<file path="config.mk">
export PLATFORM = sky130hd
export DESIGN_NAME = usbec_top
export DESIGN_NICKNAME = d
export VERILOG_FILES = /design/src/usbec_pkg.sv /design/src/usbec_top.sv /design/src/usbec_ep_flags.sv /design/src/usbec_ep_fifo.sv
export SDC_FILE = /design/constraint.sdc
export NUM_CORES = 1
export LEC_CHECK = 0
export BUFFER_PORTS_ARGS = -buffer_cell sky130_fd_sc_hd__buf_2
export CAP_MARGIN = 15
export CORE_MARGIN = 5
export CORE_UTILIZATION = 55
export DETAILED_ROUTE_END_ITERATION = 16
export PLACE_DENSITY = 0.83
export SLEW_MARGIN = 20
export SYNTH_ARGS = -nofsm -noshare
export SYNTH_HDL_FRONTEND = slang
export SYNTH_HIERARCHICAL = 1
export SYNTH_SLANG_ARGS = --single-unit
</file>
<file path="constraint.sdc">
create_clock -name clk_sys -period 3.5 [get_ports clk_sys]
set_input_delay 0.875 -clock clk_sys [delete_from_list [all_inputs] [get_ports clk_sys]]
set_output_delay 0.875 -clock clk_sys [all_outputs]
set_load 0.02 [all_outputs]
</file>
<file path="src/usbec_pkg.sv">
package usbec_pkg;

  // ---------------------------------------------------------------
  // Sizes
  // ---------------------------------------------------------------
  localparam int          USBEC_NEP      = 4;
  localparam int          USBEC_CNT_W    = 11;
  localparam int          USBEC_ADDR_W   = 8;

  // ---------------------------------------------------------------
  // Register byte offsets
  // ---------------------------------------------------------------
  localparam logic [7:0]  USBEC_OFS_STAT = 8'h1c;
  localparam logic [7:0]  USBEC_OFS_ICR  = 8'h20;
  localparam logic [7:0]  USBEC_OFS_RST  = 8'h28;
  localparam logic [7:0]  USBEC_OFS_CSR  = 8'h30;
  localparam logic [7:0]  USBEC_CSR_STEP = 8'h04;

  // ---------------------------------------------------------------
  // Interrupt status and clear bit positions
  // ---------------------------------------------------------------
  localparam int          USBEC_B_SOF    = 11;
  localparam int          USBEC_B_BUSRES = 12;
  localparam int          USBEC_B_WAKE   = 13;

  // ---------------------------------------------------------------
  // Endpoint control/status field positions
  // ---------------------------------------------------------------
  localparam int          USBEC_B_TXDONE = 0;
  localparam int          USBEC_B_BANK0  = 1;
  localparam int          USBEC_B_SETUP  = 2;
  localparam int          USBEC_B_HALTAK = 3;
  localparam int          USBEC_B_TXRDY  = 4;
  localparam int          USBEC_B_FHALT  = 5;
  localparam int          USBEC_B_BANK1  = 6;
  localparam int          USBEC_B_DIR    = 7;
  localparam int          USBEC_B_KIND   = 8;
  localparam int          USBEC_B_TOGGLE = 11;
  localparam int          USBEC_B_ENABLE = 15;
  localparam int          USBEC_B_COUNT  = 16;

  // Endpoint kind codes
  localparam logic [2:0]  USBEC_KIND_CTL = 3'h0;
  localparam logic [1:0]  USBEC_KIND_ISO = 2'h1;

  // Events from the serial engine, one set per endpoint
  typedef struct packed {
    logic                   in_acked;
    logic                   bank0_stored;
    logic                   bank1_stored;
    logic                   setup_stored;
    logic                   halt_acked;
    logic                   crc_fault;
    logic                   toggle_flip;
    logic [USBEC_CNT_W-1:0] byte_count;
  } usbec_ev_t;

  // Firmware-visible endpoint flags
  typedef struct packed {
    logic       endpoint_enable;
    logic [2:0] endpoint_kind;
    logic       dir_in;
    logic       receive_bank_one_full;
    logic       force_halt_reply;
    logic       transmit_ready;
    logic       halt_acknowledged;
    logic       setup_received;
    logic       receive_bank_zero_full;
    logic       transmit_complete;
  } usbec_flags_t;

  // Replies to the serial engine, one set per endpoint
  typedef struct packed {
    logic halt_reply;
    logic refuse_out;
    logic payload_ready;
    logic active;
    logic data_toggle_state;
    logic dir_in;
  } usbec_rsp_t;

endpackage

</file>
<file path="src/usbec_top.sv">
// The implementer's own choices: the strobed register port and the address map.
`timescale 1ns/1ps
module usbec_top
  import usbec_pkg::*;
#(
  parameter int NEP = USBEC_NEP
)(
  input  wire logic                    clk_sys,
  input  wire logic                    nrst,
  input  wire logic [USBEC_ADDR_W-1:0] reg_addr,
  input  wire logic [31:0]             reg_wdata,
  input  wire logic                    reg_wr,
  input  wire logic                    reg_rd,
  output logic [31:0]                  reg_rdata,
  input  wire logic                    frame_start_seen,
  input  wire logic                    bus_reset_end_seen,
  input  wire logic                    wakeup_seen,
  input  wire usbec_ev_t [NEP-1:0]     ep_ev,
  output usbec_rsp_t [NEP-1:0]         ep_rsp,
  output logic [NEP-1:0]               ep_int_status
);

  // ---------------------------------------------------------------
  // Elaboration check
  // ---------------------------------------------------------------
  if (NEP < 1 || NEP > 8) begin : g_nep_check
    $error("usbec_top: NEP must be 1 to 8");
  end

  // ---------------------------------------------------------------
  // Address decode
  // ---------------------------------------------------------------
  // Endpoint control/status word address match
  function automatic logic csr_hit(input logic [USBEC_ADDR_W-1:0] a, input int ep);
    logic [USBEC_ADDR_W-1:0] base;
    base = USBEC_OFS_CSR + USBEC_CSR_STEP * ep[USBEC_ADDR_W-1:0];
    return a == base;
  endfunction

  logic                   icr_wr;
  logic                   rst_wr;
  logic [NEP-1:0]         csr_wr;

  // Write strobes per register
  always_comb begin
    icr_wr = reg_wr && (reg_addr == USBEC_OFS_ICR);
    rst_wr = reg_wr && (reg_addr == USBEC_OFS_RST);
    for (int i = 0; i < NEP; i++) begin
      csr_wr[i] = reg_wr && csr_hit(reg_addr, i);
    end
  end

  // ---------------------------------------------------------------
  // Global event flags and endpoint reset register
  // ---------------------------------------------------------------
  logic           frame_start_irq;
  logic           bus_reset_done_irq;
  logic           wakeup_irq;
  logic [NEP-1:0] fifo_reset;
  logic           next_frame_start_irq;
  logic           next_bus_reset_done_irq;
  logic           next_wakeup_irq;
  logic [NEP-1:0] next_fifo_reset;

  // Sticky events, set wins over a write-one clear
  always_comb begin
    next_frame_start_irq = frame_start_seen |
      (frame_start_irq & ~(icr_wr & reg_wdata[USBEC_B_SOF]));
    next_bus_reset_done_irq = bus_reset_end_seen |
      (bus_reset_done_irq & ~(icr_wr & reg_wdata[USBEC_B_BUSRES]));
    next_wakeup_irq = wakeup_seen |
      (wakeup_irq & ~(icr_wr & reg_wdata[USBEC_B_WAKE]));
    next_fifo_reset = rst_wr ? reg_wdata[NEP-1:0] : fifo_reset;
  end

  // Event and reset registers
  always_ff @(posedge clk_sys or negedge nrst) begin
    if (!nrst) begin
      frame_start_irq    <= 1'b0;
      bus_reset_done_irq <= 1'b0;
      wakeup_irq         <= 1'b0;
      fifo_reset         <= '0;
    end else begin
      frame_start_irq    <= next_frame_start_irq;
      bus_reset_done_irq <= next_bus_reset_done_irq;
      wakeup_irq         <= next_wakeup_irq;
      fifo_reset         <= next_fifo_reset;
    end
  end

  // ---------------------------------------------------------------
  // Endpoints
  // ---------------------------------------------------------------
  usbec_flags_t [NEP-1:0]  flags;
  logic [NEP-1:0]          active;
  logic [USBEC_CNT_W-1:0]  count [NEP];
  logic [NEP-1:0]          toggle;
  logic [NEP-1:0]          next_ep_int;

  for (genvar i = 0; i < NEP; i++) begin : g_ep
    usbec_ep_flags u_flags (
      .clk_sys (clk_sys),
      .nrst    (nrst),
      .ev      (ep_ev[i]),
      .csr_wr  (csr_wr[i]),
      .wdata   (reg_wdata),
      .flags   (flags[i]),
      .active  (active[i])
    );

    usbec_ep_fifo u_fifo (
      .clk_sys             (clk_sys),
      .nrst                (nrst),
      .ev                  (ep_ev[i]),
      .fifo_reset          (fifo_reset[i]),
      .received_byte_count (count[i]),
      .data_toggle_state   (toggle[i])
    );

    // Replies to the serial engine, all from flops
    assign ep_rsp[i].halt_reply        = flags[i].force_halt_reply;
    assign ep_rsp[i].refuse_out        = flags[i].setup_received;
    assign ep_rsp[i].payload_ready     = flags[i].transmit_ready;
    assign ep_rsp[i].active            = active[i];
    assign ep_rsp[i].data_toggle_state = toggle[i];
    assign ep_rsp[i].dir_in            = flags[i].dir_in;
  end

  // Endpoint interrupt status from the set flags
  always_comb begin
    for (int i = 0; i < NEP; i++) begin
      next_ep_int[i] = flags[i].setup_received |
                       flags[i].receive_bank_zero_full |
                       flags[i].receive_bank_one_full |
                       flags[i].transmit_complete |
                       flags[i].halt_acknowledged;
    end
  end

  always_ff @(posedge clk_sys or negedge nrst) begin
    if (!nrst) begin
      ep_int_status <= '0;
    end else begin
      ep_int_status <= next_ep_int;
    end
  end

  // ---------------------------------------------------------------
  // Read data
  // ---------------------------------------------------------------
  logic [31:0] next_rdata;

  // Read mux; unmapped and write-only offsets read zero
  always_comb begin
    next_rdata = '0;
    if (reg_rd) begin
      if (reg_addr == USBEC_OFS_STAT) begin
        next_rdata[NEP-1:0]      = ep_int_status;
        next_rdata[USBEC_B_SOF]    = frame_start_irq;
        next_rdata[USBEC_B_BUSRES] = bus_reset_done_irq;
        next_rdata[USBEC_B_WAKE]   = wakeup_irq;
      end else if (reg_addr == USBEC_OFS_RST) begin
        next_rdata[NEP-1:0] = fifo_reset;
      end
      for (int i = 0; i < NEP; i++) begin
        if (csr_hit(reg_addr, i)) begin
          next_rdata[USBEC_B_TXDONE]         = flags[i].transmit_complete;
          next_rdata[USBEC_B_BANK0]          = flags[i].receive_bank_zero_full;
          next_rdata[USBEC_B_SETUP]          = flags[i].setup_received;
          next_rdata[USBEC_B_HALTAK]         = flags[i].halt_acknowledged;
          next_rdata[USBEC_B_TXRDY]          = flags[i].transmit_ready;
          next_rdata[USBEC_B_FHALT]          = flags[i].force_halt_reply;
          next_rdata[USBEC_B_BANK1]          = flags[i].receive_bank_one_full;
          next_rdata[USBEC_B_DIR]            = flags[i].dir_in;
          next_rdata[USBEC_B_KIND +: 3]      = flags[i].endpoint_kind;
          next_rdata[USBEC_B_TOGGLE]         = toggle[i];
          next_rdata[USBEC_B_ENABLE]         = active[i];
          next_rdata[USBEC_B_COUNT +: USBEC_CNT_W] = count[i];
        end
      end
    end
  end

  always_ff @(posedge clk_sys or negedge nrst) begin
    if (!nrst) begin
      reg_rdata <= '0;
    end else begin
      reg_rdata <= next_rdata;
    end
  end

  for (genvar i = 0; i < NEP; i++) begin : g_chk

  end
endmodule

</file>
<file path="src/usbec_ep_flags.sv">
`timescale 1ns/1ps
module usbec_ep_flags
  import usbec_pkg::*;
(
  input  wire logic         clk_sys,
  input  wire logic         nrst,
  input  wire usbec_ev_t    ev,
  input  wire logic         csr_wr,
  input  wire logic [31:0]  wdata,
  output usbec_flags_t      flags,
  output logic              active
);

  usbec_flags_t next_flags;
  logic         next_active;
  logic         iso;

  // ---------------------------------------------------------------
  // Flag updates: hardware set wins over firmware clear
  // ---------------------------------------------------------------
  always_comb begin
    iso        = (flags.endpoint_kind[1:0] == USBEC_KIND_ISO);
    next_flags = flags;
    next_flags.transmit_complete = ev.in_acked |
      (flags.transmit_complete & ~(csr_wr & ~wdata[USBEC_B_TXDONE]));
    next_flags.receive_bank_zero_full = ev.bank0_stored |
      (flags.receive_bank_zero_full & ~(csr_wr & ~wdata[USBEC_B_BANK0]));
    next_flags.receive_bank_one_full = ev.bank1_stored |
      (flags.receive_bank_one_full & ~(csr_wr & ~wdata[USBEC_B_BANK1]));
    next_flags.setup_received = ev.setup_stored |
      (flags.setup_received & ~(csr_wr & ~wdata[USBEC_B_SETUP]));
    next_flags.halt_acknowledged = (iso ? ev.crc_fault : ev.halt_acked) |
      (flags.halt_acknowledged & ~(csr_wr & ~wdata[USBEC_B_HALTAK]));
    // Firmware arms, device disarms once the host took the data
    next_flags.transmit_ready = (csr_wr & wdata[USBEC_B_TXRDY]) |
      (flags.transmit_ready & ~ev.in_acked);
    if (csr_wr) begin
      next_flags.force_halt_reply = wdata[USBEC_B_FHALT];
      next_flags.dir_in           = wdata[USBEC_B_DIR];
      next_flags.endpoint_kind    = wdata[USBEC_B_KIND +: 3];
      next_flags.endpoint_enable  = wdata[USBEC_B_ENABLE];
    end
    // Control endpoints are always enabled
    next_active = next_flags.endpoint_enable |
                  (next_flags.endpoint_kind == USBEC_KIND_CTL);
  end

  // Flag registers, control kind after reset
  always_ff @(posedge clk_sys or negedge nrst) begin
    if (!nrst) begin
      flags  <= '0;
      active <= 1'b1;
    end else begin
      flags  <= next_flags;
      active <= next_active;
    end
  end

endmodule

</file>
<file path="src/usbec_ep_fifo.sv">
`timescale 1ns/1ps
module usbec_ep_fifo
  import usbec_pkg::*;
(
  input  wire logic                   clk_sys,
  input  wire logic                   nrst,
  input  wire usbec_ev_t              ev,
  input  wire logic                   fifo_reset,
  output logic [USBEC_CNT_W-1:0]      received_byte_count,
  output logic                        data_toggle_state
);

  logic [USBEC_CNT_W-1:0] next_count;
  logic                   next_toggle;

  // ---------------------------------------------------------------
  // Byte count and toggle, both held at zero during a reset
  // ---------------------------------------------------------------
  always_comb begin
    next_count  = received_byte_count;
    next_toggle = data_toggle_state ^ ev.toggle_flip;
    if (ev.bank0_stored | ev.bank1_stored | ev.setup_stored) begin
      next_count = ev.byte_count;
    end
    if (fifo_reset) begin
      next_count  = '0;
      next_toggle = 1'b0;
    end
  end

  // Count and toggle registers
  always_ff @(posedge clk_sys or negedge nrst) begin
    if (!nrst) begin
      received_byte_count <= '0;
      data_toggle_state   <= 1'b0;
    end else begin
      received_byte_count <= next_count;
      data_toggle_state   <= next_toggle;
    end
  end

endmodule

</file>
* Word level (Yosys, flattened, before mapping)
Cells that the tools add are included.
** Storage, ports and cells
- Word-level logic and storage cells :: 261
- Output and inout port bits :: 60
- Bits in registers :: 137
** Cells by class
- Equality and inequality tests :: 11
- Muxes and demuxes :: 33
- Bitwise operators :: 145
- Reductions and logical operators :: 14
** Operators by type and width (count)
- $mux W12 :: 9
- $mux W11 :: 8
- $or A1 B1 Y1 :: 55
- $and A1 B1 Y1 :: 54
- $eq A8 B6 Y1 const B :: 6
- $not A1 Y1 :: 32
- $mux W5 :: 4
- $mux W14 :: 1
- $logic_not A3 Y1 :: 4
- $eq A2 B1 Y1 const B :: 4
- $eq A8 B5 Y1 const B :: 1
- $mux W1 :: 8
- $mux W4 :: 2
- $reduce_bool A2 Y1 :: 4
- $logic_and A1 B1 Y1 :: 6
- $xor A1 B1 Y1 :: 4
- $mux W3 :: 1

* Longest topological paths before layout
Gate-level depths: netlist of run 1.
- Depth after elaboration :: 8
- Mapped depth :: 8
- Depth with buffers taken out :: 5

* Hierarchy
Netlist of run 1, hierarchy kept.
** Modules (own cells, without submodules)
- usbec_ep_fifo :: cells an instance 54, area each 604.3 um^2, instances 4
- usbec_ep_flags :: cells an instance 37, area each 526.8 um^2, instances 4
- usbec_top :: cells an instance 198, area each 2073.2 um^2, instances 1

* Worst setup path before layout of run 1
No wires, ideal clock.
- Kind :: input to register
- Start point :: in reg_addr[3]
- End point :: reg g_ep[1].u_flags.active
- Setup time :: 0.086 ns
- Data arrival time :: 2.533 ns
- Stages on the path :: 8
- Slack :: 0.881 ns
- Buffers on the path :: 3
- Cells stage by stage :: buf_2 nor3_1 clkbuf_1 nand2_1 nor2_1 buf_6 mux2_4 o31ai_2
** RTL lines
- start: declaration :: RTL line usbec_top.sv:10 : input wire logic [USBEC_ADDR_W-1:0] reg_addr,
- end signal: assignment :: RTL line usbec_ep_flags.sv:55 : active <= next_active;
- end: declaration :: RTL line usbec_ep_flags.sv:11 : output logic active

==> results of run 1 <==
## report_power, final
part | internal, uW | total, uW | switching (uW)
clock | 1160 | 1790 | 637
combinational | 187 | 453 | 267
sequential | 1680 | 1750 | 74.8
## state kept, by name, indices dropped and copies added (netlist names)
register and count:
bus_reset_done_irq 1, ep_int_status 4, fifo_reset 4, frame_start_irq 1, g_ep.u_fifo/data_toggle_state 4, g_ep.u_fifo/received_byte_count 44
g_ep.u_flags/active 4, g_ep.u_flags/flags 48, reg_rdata 26, wakeup_irq 1
## metrics by stage
step | power (uW) | cells | hold slack [ns] | cell area, um2 | worst slack, ns
after floorplan | 2020 | 567 | 0.441 | 6620 | 0.881
after global placement | 2210 | 829 | 0.453 | 7370 | 0.645
after detailed placement | 2230 | 829 | 0.478 | 7370 | 0.542
after CTS | 4020 | 861 | 0.491 | 7970 | 0.955
after global routing | 4140 | 861 | 0.515 | 7970 | 0.887
final | 4000 | 861 | 0.491 | 7970 | 0.956
## worst min-delay path by stage
| stage | slack [ns] | cells after the start | start | end |
|---|---|---|---|---|
| finish | 0.49 | 1 | bus_reset_done_irq$_DFF_PN0_ | bus_reset_done_irq$_DFF_PN0_ |
| floorplan | 0.44 | 1 | bus_reset_done_irq$_DFF_PN0_ | bus_reset_done_irq$_DFF_PN0_ |
| CTS | 0.49 | 1 | frame_start_irq$_DFF_PN0_ | frame_start_irq$_DFF_PN0_ |
| global placement | 0.45 | 1 | bus_reset_done_irq$_DFF_PN0_ | bus_reset_done_irq$_DFF_PN0_ |
| global route | 0.51 | 1 | bus_reset_done_irq$_DFF_PN0_ | bus_reset_done_irq$_DFF_PN0_ |
| detailed placement | 0.48 | 1 | frame_start_irq$_DFF_PN0_ | frame_start_irq$_DFF_PN0_ |
## cell families (layout without fill, tap and decap cells)
kind of cell | count (synthesis) | count (layout) | share of synthesized area
AO/OA/AOI/OAI | 164 | 164 | 0.176
multiplexers | 51 | 51 | 0.0931
flip-flops | 137 | 137 | 0.520
buffers and inverters | 59 | 206 | 0.0525
other | 1 | 6 | 0.000568
AND/OR/NAND/NOR | 146 | 146 | 0.152
XOR/XNOR | 4 | 4 | 0.00531
## cell usage after synthesis (4+ instances only)
cell and number:
a221o_1 4, a21oi_1 45, nor2_1 32, o21ai_0 13, a22oi_1 4, mux2_2 35, o31ai_2 4, dfstp_2 4
and2_1 4, and3b_1 5, nand2_1 16, xnor2_1 4, buf_6 12, a211oi_1 4, buf_4 6, a21o_1 19
mux2i_1 4, o31ai_1 44, nor3_1 6, a222oi_1 19, inv_1 10, mux2_4 12, nand2b_1 26, or4b_1 44
clkbuf_1 21, buf_2 10, dfrtp_1 133, o22ai_1 5
## metal layers
layer  wire, um  up-vias  GRT usage  part of all wire
li1           -     2415          -                 -
met3       1540       35     0.0759             0.086
met2       8790      248      0.406              0.49
met1       7260     2642      0.322              0.40
met5          0        -          0                 0
met4        446        0      0.103             0.025
## cell usage in the layout (no fill, tap or decap), types with 5 or more instances in the layout
| cell | count |
|---|---|
| nand2b_1 | 26 |
| clkbuf_8 | 6 |
| a21oi_1 | 45 |
| mux2_4 | 12 |
| a222oi_1 | 19 |
| buf_2 | 154 |
| o22ai_1 | 5 |
| and3b_1 | 5 |
| nor2_1 | 32 |
| nand2_1 | 16 |
| conb_1 | 6 |
| o31ai_1 | 44 |
| clkbuf_16 | 17 |
| buf_4 | 8 |
| o21ai_0 | 13 |
| dfrtp_1 | 133 |
| a21o_1 | 19 |
| mux2_2 | 35 |
| or4b_1 | 44 |
| inv_1 | 10 |
## final cells by class
| class | count | area (um2) |
|---|---|---|
| multi-input cells | 371 | 2850 |
| repair buffers | 164 | 862 |
| fillers | 854 | 3890 |
| clock buffers | 25 | 515 |
| inverters | 10 | 37.5 |
| flip-flops and latches | 137 | 3430 |
| clock inverters | 7 | 87.6 |
| well taps | 147 | 184 |
==> key figures, run 1 <==
STA
  • Tightest Pin Transition: 0.845 ns
  • Tcrit/Tclk final: 0.727
  • RSZ-0062 raised after global routing: false
  • Slew Limit Headroom: 0.437
  • Setup_tns: 0 ns
  • Highest clock rate: 0.393 GHz
  • Layout Skew: 0.00736 ns
  • Tmin final: 2.54 ns
  • Final hold violations: 0
  • Final setup fails: 0
  • Pins Over Slew Limit: 0

Synthesis
  • Syn Area/Cell: 11.7 um2
  • Yosys top cell by area: dfrtp_1
  • EDFF count, synth: 0
  • Synth Flop Type: dfrtp_1
  • Sequential cell area fraction in the yosys report: 0.520
  • Share of the synthesized area in the top cell type: 0.504
  • Synth unique cells: 42
  • Register bit total from synthesis: 137
  • Cell area after synthesis: 0.00660 mm2
  • Synthesized netlist cell count: 562
  • Ys async rst share: 1.00
  • Synth top area cells: dfrtp_1, or4b_1, mux2_2, o31ai_1, a21oi_1
  • Warnings, synthesis: 6

GRT
  • Largest net degree at the start of global routing: 92
  • First-pass GRT wire length: 28200 um
  • Vias in the first global route: 5398
  • GRT Residual Overflow: 0
  • Total track usage: 0.253
  • Initial antenna violation count: 0

Critical path
  • R2R Path Start: fifo_reset[2]$_DFFE_PN0P_
  • WP buf/inv: 1
  • Data arrival time of the worst path: 2.86 ns
  • R2R cell count: 2
  • Crit Path Max Fanout: 12
  • Reg2reg setup slack: 2.18 ns
  • Worst setup EP type: flip-flop
  • Levels on crit path: 5
  • RR Endpoint: reg_rdata[2]$_DFF_PN0_
  • CP max stage cell: nor2_1
  • Family with the most delay on the worst path: simple AND/OR/NAND/NOR gates
  • Worst Setup Start Kind: primary input
  • Worst setup path endpoint: g_ep[2].u_flags/active$_DFF_PN1_
  • Critical path type: in -> reg
  • CP startpoint: reg_addr[3]
  • Critical path, cell by cell: buf_2, or4b_4, nor2_1, mux2_2, o31ai_2
  • WP data required: 3.81 ns
  • Slowest cell delay on critical path: 0.54 ns

Floorplan
  • DIE WIDTH: around 120 um
  • Die ar.: about 0.014 mm2
  • Ports: between 150 and 200
  • FP Rows: 40
  • Initial Util: 0.556
  • Die H: ~120 um
  • Core Region: 0.0119 mm2

Clocking
  • Clk buf depth: 2
  • Clock sinks: between 100 and 150
  • CTS buffer count: 17
  • Htree depth: 4
  • Post_cts resized: 0
  • TritonCTS clock tree: done
  • Worst-path clk slew: ~0.05 ns
  • Setup Buffers After CTS: 0
  • Clock root buffer: clkbuf_16
  • Hold-fix buffers, CTS: 0
  • Clk_lat worst skew: ~0.41 ns

Detailed routing
  • Drt via density: 6.20
  • Pre-antenna DRT Iters: 7
  • Total number of vias: roughly 5300
  • Final ANT Viol Nets: 0
  • Total wire length: 18000 um
  • Wire per inst: 20.9 um
  • Residual DRC: 0
  • Violation count after the first detailed-routing iteration: 513

Job
  • Max Cap Viol: 0

Place
  • RD Place Congestion: 0.865
  • DPL Wire Length: 12600 um
  • Port Buffer Count: 155

Final layout
  • Diodes inserted: 0
  • Fin nets: 820
  • Post-layout util: 0.672
  • Layout cells sized above 1: 0.361
  • Area growth syn-to-layout: 20.8%

Status
  • Outcome: finished, final reports clean

Min path
  • Min-delay worst type: reg -> reg

Power
  • Pwr Density: about 500 mW/mm2
  • Pleak: around 0.0035 uW
  • VDD IR-drop max: 0.353 mV
(Power assumes the default switching activity.)
==> run 2, diff against run 1 <==
Settings changed: ABC_AREA set to 1, CORE_UTILIZATION 55 to 53, PLACE_DENSITY 0.83 to 0.8.
Clock period 3.5 ns to 2.4 ns, I/O delays scaled along.
==> key figures, run 2 <==
Status
  • Outcome: finished, final reports clean

Critical path
  • Worst setup EP type: output port
  • Worst Setup Start Kind: flip-flop
  • Crit Path Max Fanout: 2 (-10)
  • R2R Path Start: fifo_reset[2]$_DFFE_PN0P_
  • R2R cell count: 5 (+3)
  • WP buf/inv: 1 (unchanged)
  • WP data required: 1.80 ns (-2.01 ns)
  • Slowest cell delay on critical path: 0.53 ns (about the same)
  • Critical path type: reg -> out
  • Data arrival time of the worst path: 1.11 ns (-1.75 ns)
  • Family with the most delay on the worst path: flip-flops
  • Levels on crit path: 1 (-4)
  • CP startpoint: g_ep[1].u_flags/active$_DFF_PN1_
  • Critical path, cell by cell: buf_2
  • CP max stage cell: dfstp_2

STA
  • Slew Limit Headroom: 0.551 (+0.114)
  • Final hold violations: 0 (unchanged)
  • Final setup fails: 0 (unchanged)
  • RSZ-0062 raised after global routing: false
  • Min Hold Slack: 0.0918 ns (-0.399 ns)
  • Pins Over Slew Limit: 0 (unchanged)
  • Tcrit/Tclk final: 0.712
  • Tmin final: roughly 1.7 ns
  • Layout Skew: 0.00632 ns (-0.00104 ns)
  • Setup_tns: 0 ns (unchanged)
  • Highest clock rate: 0.585 GHz
  • Tightest Pin Transition: 0.673 ns (-0.172 ns)

GRT
  • GRT Residual Overflow: 0 (unchanged)
  • Vias in the first global route: 5923 (+9.7%)
  • Total track usage: 0.249 (-0.00424)
  • Initial antenna violation count: 0 (unchanged)
  • First-pass GRT wire length: 30700 um (+9.1%)
  • Largest net degree at the start of global routing: 46 (-50%)

Clocking
  • Worst-path clk slew: 0.06 ns (about the same)
  • Htree depth: 4 (unchanged)
  • Hold-fix buffers, CTS: 0 (unchanged)
  • TritonCTS clock tree: done
  • Setup Buffers After CTS: 0 (unchanged)
  • Clk buf depth: 2 (unchanged)
  • CTS buffer count: 17 (unchanged)
  • Post_cts resized: 0 (unchanged)
  • Clock sinks: 137 (unchanged)
  • Clock root buffer: clkbuf_16
  • Clk_lat worst skew: 0.42 ns (about the same)

Power
  • Total power: 5810 uW (+45%)
  • VDD IR-drop max: 0.544 mV (+54%)
  • Pleak: 0.00465 uW (+34%)
  • Pwr Density: 696 mW/mm2 (+39%)

Detailed routing
  • Pre-antenna DRT Iters: 5 (-2)
  • Wire per inst: 16.0 um (-23%)
  • Total number of vias: 6256 (+17%)
  • Total wire length: 19200 um (+6.7%)
  • Residual DRC: 0 (unchanged)
  • Final ANT Viol Nets: 0 (unchanged)
  • Drt via density: 5.21 (-16%)
  • Violation count after the first detailed-routing iteration: 558 (+8.8%)

Final layout
  • Largest regs: g_ep.u_flags/flags (48), g_ep.u_fifo/received_byte_count (44), reg_rdata (26)
  • Largest register by flop count: g_ep.u_flags/flags
  • Commonest non-fill, non-tap cell in the layout: nand2_1
  • Layout cells sized above 1: 0.263 (-0.0987)
  • Area growth syn-to-layout: 20.5%
  • Commonest cells after routing, fill and taps aside: nand2_1, buf_2, nand3_1
  • Post-layout util: 0.657 (-0.0151)
  • Max FFs per register: 48 (unchanged)
  • Diodes inserted: 0 (unchanged)
  • Fin nets: 1134 (+38%)

Synthesis
  • Most common cell in the netlist: nand2_1
  • Cell area after synthesis: 0.00694 mm2 (+5.1%)
  • Synth top area cells: dfrtp_1, nand2_1, nand3_1, inv_1, nor2_1
  • Synthesized netlist cell count: 861 (+53%)
  • Register bit total from synthesis: 137 (unchanged)
  • EDFF count, synth: 0 (unchanged)
  • Synth top cells by count: nand2_1, nand3_1, dfrtp_1, inv_1, nor2_1
  • Synth Flop Type: dfrtp_1
  • Syn Area/Cell: 8.06 um2 (-31%)
  • Synth unique cells: 32 (-24%)
  • Sequential cell area fraction in the yosys report: 0.495 (-0.0253)
  • Share of the synthesized area in the top cell type: 0.480 (-0.0246)
  • Warnings, synthesis: 6 (unchanged)
  • Ys async rst share: 1.00 (unchanged)
  • Yosys top cell by area: dfrtp_1

Job
  • Max Cap Viol: 0 (unchanged)

Floorplan
  • Initial Util: 0.545 (-0.0111)
  • Die H: 124 um (+4.1%)
  • FP Rows: 41 (+2.5%)
  • DIE WIDTH: 124 um (+4.1%)
  • Core Region: 0.0127 mm2 (+7.3%)
  • Ports: 179 (unchanged)
  • Die ar.: 0.0155 mm2 (+8.3%)

Place
  • RD Place Congestion: 0.885 (+2.3%)
  • Port Buffer Count: 155 (unchanged)
  • DPL Wire Length: 14200 um (+12%)

Min path
  • Min-delay worst type: in -> async
[run 2: changes by cell type after synthesis, sizes merged, moves of 22 or more]
cell | before | now
nand2 | 16 | 233
inv | 10 | 116
or4b | 46 | 0
nor2 | 32 | 98
o31ai | 48 | 0
nand3 | 0 | 138
o21ai | 13 | 35
a21oi | 45 | 0
mux2 | 47 | 4
nand2b | 26 | 0
[run 2: routing by layer]
metal  vias to the layer above  GRT usage  share of wire
met3                        37     0.0733           0.10
met2                       297      0.369           0.44
li1                       3001          -              -
met5                         -          0              0
met4                         0     0.0812          0.025
met1                      2921      0.351           0.44
[run 2: final timing paths]
| kind | end | slack [ns] |
|---|---|---|
| max in group asynchronous | g_ep[1].u_flags/active$_DFF_PN1_ | 1.55 |
| hold / removal | g_ep[1].u_fifo/received_byte_count[1]$_DFFE_PN0P_ | 0.09 |
| min in group clk_sys | frame_start_irq$_DFF_PN0_ | 0.36 |
| hold reg to reg | g_ep[0].u_flags/flags[11]$_DFF_PN0_ | 0.47 |
| setup / recovery | ep_rsp[8] | 0.69 |
| setup reg to reg | g_ep[2].u_fifo/received_byte_count[6]$_DFFE_PN0P_ | 0.89 |
[run 2: logic make-up after synthesis]
| kind of cell | count (synthesis) | synth area share |
|---|---|---|
| buffers and inverters | 167 | 0.127 |
| other | 1 | 0.000541 |
| AO/OA/AOI/OAI | 61 | 0.0547 |
| multiplexers | 4 | 0.00649 |
| flip-flops | 137 | 0.495 |
| AND/OR/NAND/NOR | 491 | 0.316 |
[run 2: area by class of cell]
type / instances / area (um2)
Timing Repair Buffer: 181 / 990
Fill cell: 1101 / 4360
Inverter: 116 / 445
Multi-Input combinational cell: 562 / 2640
Clock inverter: 14 / 196
Sequential cell: 137 / 3430
Clock buffer: 18 / 439
Tap cell: 172 / 215
[run 2: power by group]
part	switching, uW	internal [uW]
clock	1020	1770
combinational	336	184
sequential	94.8	2420
[run 2: stage by stage]
step / instance area (um2) / cells / setup WS, ns
2_1_floorplan: 6950 / 866 / 0.524
5_1_grt: 8360 / 1200 / 0.653
3_5_place_dp: 7720 / 1168 / 0.379
4_1_cts: 8360 / 1200 / 0.680
3_3_place_gp: 7720 / 1168 / 0.423
6_report: 8360 / 1200 / 0.692
==> run 3, diff against run 2 <==
Settings changed: ABC_AREA 1 to 0, PLACE_DENSITY 0.8 to 0.81.
Clock period 2.4 ns to 1.6 ns, I/O delays scaled along.
==> key figures, run 3 (same netlist as run 1, synthesis figures left out) <==
Status
  • Outcome: finished, final reports clean

Final layout
  • Commonest cells after routing, fill and taps aside: buf_2, dfrtp_1, a21oi_1
  • Non-Filler Instances: 925 (-23%)
  • Area growth syn-to-layout: 29.2%
  • Largest register by flop count: g_ep.u_flags/flags
  • Diodes inserted: 0 (unchanged)
  • Layout cells sized above 1: 0.407 (+0.144)
  • Largest regs: g_ep.u_flags/flags (48), g_ep.u_fifo/received_byte_count (44), reg_rdata (26)
  • Fin nets: 863 (-24%)
  • Max FFs per register: 48 (unchanged)
  • Commonest non-fill, non-tap cell in the layout: buf_2

GRT
  • Largest net degree at the start of global routing: 51 (+11%)
  • Initial antenna violation count: 0 (unchanged)
  • Total track usage: 0.267 (+0.0179)
  • GRT Residual Overflow: 0 (unchanged)
  • Vias in the first global route: 5768 (-2.6%)
  • First-pass GRT wire length: 30600 um (-0.36%)

STA
  • Tmin final: 1.59 ns
  • Final setup fails: 0 (unchanged)
  • Highest clock rate: 0.628 GHz
  • RSZ-0062 raised after global routing: true
  • Layout Skew: 0.00417 ns (-0.00215 ns)
  • Setup_tns: 0 ns (unchanged)
  • Final hold violations: 0 (unchanged)
  • Tightest Pin Transition: 0.545 ns (-0.128 ns)
  • Fin worst setup slack: 0.00699 ns (-0.685 ns)
  • Tcrit/Tclk final: 0.996
  • Slew Limit Headroom: 0.637 (+0.0860)
  • Pins Over Slew Limit: 0 (unchanged)

Place
  • DP Worst Slack: -0.439 ns (-0.818 ns)
  • DPL Wire Length: 13800 um (-2.6%)
  • RD Place Congestion: 0.919 (+3.7%)
  • Port Buffer Count: 155 (unchanged)
  • Post-Place Cells: 887 (-24%)

Critical path
  • Worst setup EP type: flip-flop
  • Worst Setup Start Kind: primary input
  • Crit Path Max Fanout: 4 (+2)
  • R2R Path Start: g_ep[0].u_flags/flags[7]$_DFFE_PN0P_
  • Critical path, cell by cell: buf_6, buf_4, or4b_4, or3_4, mux2_4
  • WP data required: 1.90 ns (+0.10 ns)
  • Slowest cell delay on critical path: 0.51 ns (-0.02 ns)
  • CP startpoint: reg_addr[6]
  • WP buf/inv: 2 (+1)
  • Data arrival time of the worst path: 1.89 ns (+0.78 ns)
  • Family with the most delay on the worst path: simple AND/OR/NAND/NOR gates
  • CP max stage cell: or4b_4
  • Critical path type: in -> reg

Clocking
  • CTS buffer count: 17 (unchanged)
  • TritonCTS clock tree: done
  • Clk buf depth: 2 (unchanged)
  • Clock root buffer: clkbuf_16
  • Clk_lat worst skew: 0.42 ns (about the same)
  • Htree depth: 4 (unchanged)
  • Worst-path clk slew: 0.06 ns (about the same)
  • Clock sinks: 137 (unchanged)

Detailed routing
  • Wire per inst: 21.4 um (+33%)
  • Final ANT Viol Nets: 0 (unchanged)
  • Pre-antenna DRT Iters: 7 (+2)
  • Total wire length: 19800 um (+2.8%)
  • Violation count after the first detailed-routing iteration: 668 (+20%)
  • Drt via density: 6.21 (+19%)
  • Residual DRC: 0 (unchanged)
  • Total number of vias: 5741 (-8.2%)

Power
  • Pint: 6670 uW (+53%)
  • VDD IR-drop max: 0.743 mV (+37%)
  • Sw frac: 0.250 (+0.000901)
  • Pleak: 0.00377 uW (-19%)
  • Gate power share: 0.125 (+0.036)
  • Sw Pwr: 2220 uW (+54%)
  • Clk network pwr share: 0.444 (-0.035)
  • Sequential cell fraction of total power: 0.432 (about the same)
  • Total power: 8900 uW (+53%)
  • Pwr Density: 1040 mW/mm2 (+50%)

Floorplan
  • Die H: 122 um (-2.3%)
  • Ports: 179 (unchanged)
  • FP Rows: 40 (-2.4%)
  • DIE WIDTH: 122 um (-2.3%)
  • Initial Util: 0.545 (about the same)
  • Die ar.: 0.0148 mm2 (-4.5%)
  • Core Region: 0.0121 mm2 (-4.8%)

Min path
  • Min-delay worst type: in -> reg
  • Hold Path Origin: wakeup_seen

Job
  • Max Cap Viol: 0 (unchanged)
-- run 3: cell count changes in the layout (fill, tap and decap cells not counted), moves of 45 or more --
cell,delta
nor2_1,-59
inv_1,-100
nand3_1,-137
a21oi_1,+45
nand2_1,-194
-- run 3: worst register-to-register path: stages, from the launching register on --
cell      delay, ns
dfrtp_1        0.40
mux2_2         0.29
a222oi_1       0.39
nor2_1         0.11
-- run 3: path summary, 6_finish.rpt --
path / to / slack, ns / cells past startpoint
setup / recovery: fifo_reset[2]$_DFFE_PN0P_ / 0.007 / 5
hold / removal: wakeup_irq$_DFF_PN0_ / 0.16 / 2
setup reg to reg: reg_rdata[7]$_DFF_PN0_ / 0.29 / 3
hold reg to reg: wakeup_irq$_DFF_PN0_ / 0.48 / 1
max in group asynchronous: ep_int_status[1]$_DFF_PN0_ / 0.54 / 3
min in group asynchronous: g_ep[1].u_fifo/received_byte_count[8]$_DFFE_PN0P_ / 0.50 / 2
-- run 3: per-stage QoR --
step,hold WS [ns],instance area (um2),util
6_report,0.160,8530,0.704
5_1_grt,0.156,8530,0.704
4_1_cts,0.148,8440,0.697
3_5_place_dp,0.383,7800,0.644
3_3_place_gp,0.371,7800,0.644
2_1_floorplan,0.104,6740,-
-- run 3: area by class of cell --
class	instances	area (um2)
Fill cell	845	3590
Sequential cell	137	3430
Multi-Input combinational cell	371	2970
Timing Repair Buffer	207	1270
Clock buffer	25	515
Tap cell	168	210
Clock inverter	7	87.6
Inverter	10	37.5
-- run 3: timing repair --
action                                  CTS  global route
endpoints found under the setup margin    3             6
pin swaps                                 4             6
hold endpoints to repair                 39             0
gates resized for setup                   2            10
buffers inserted                          2             3
hold buffers                              1             0
-- run 3: layer usage --
layer  share of wire  vias to the layer above  wire length (um)  global-route usage
li1                -                     2483                 -                   -
met1            0.40                     2860              7890               0.365
met2            0.48                      354              9480               0.416
met3            0.10                       44              1980              0.0655
met4           0.022                        0               438              0.0966
met5               0                        -                 0                   0
-- run 3: power by group through the flow --
stage	combinational, uW	clock [uW]	sequential, uW
6_report	1110	3950	3840
5_1_grt	1190	4140	3860
4_1_cts	1080	3980	3830
3_5_place_dp	1060	0	3890
3_3_place_gp	1030	0	3880
2_1_floorplan	521	0	3920
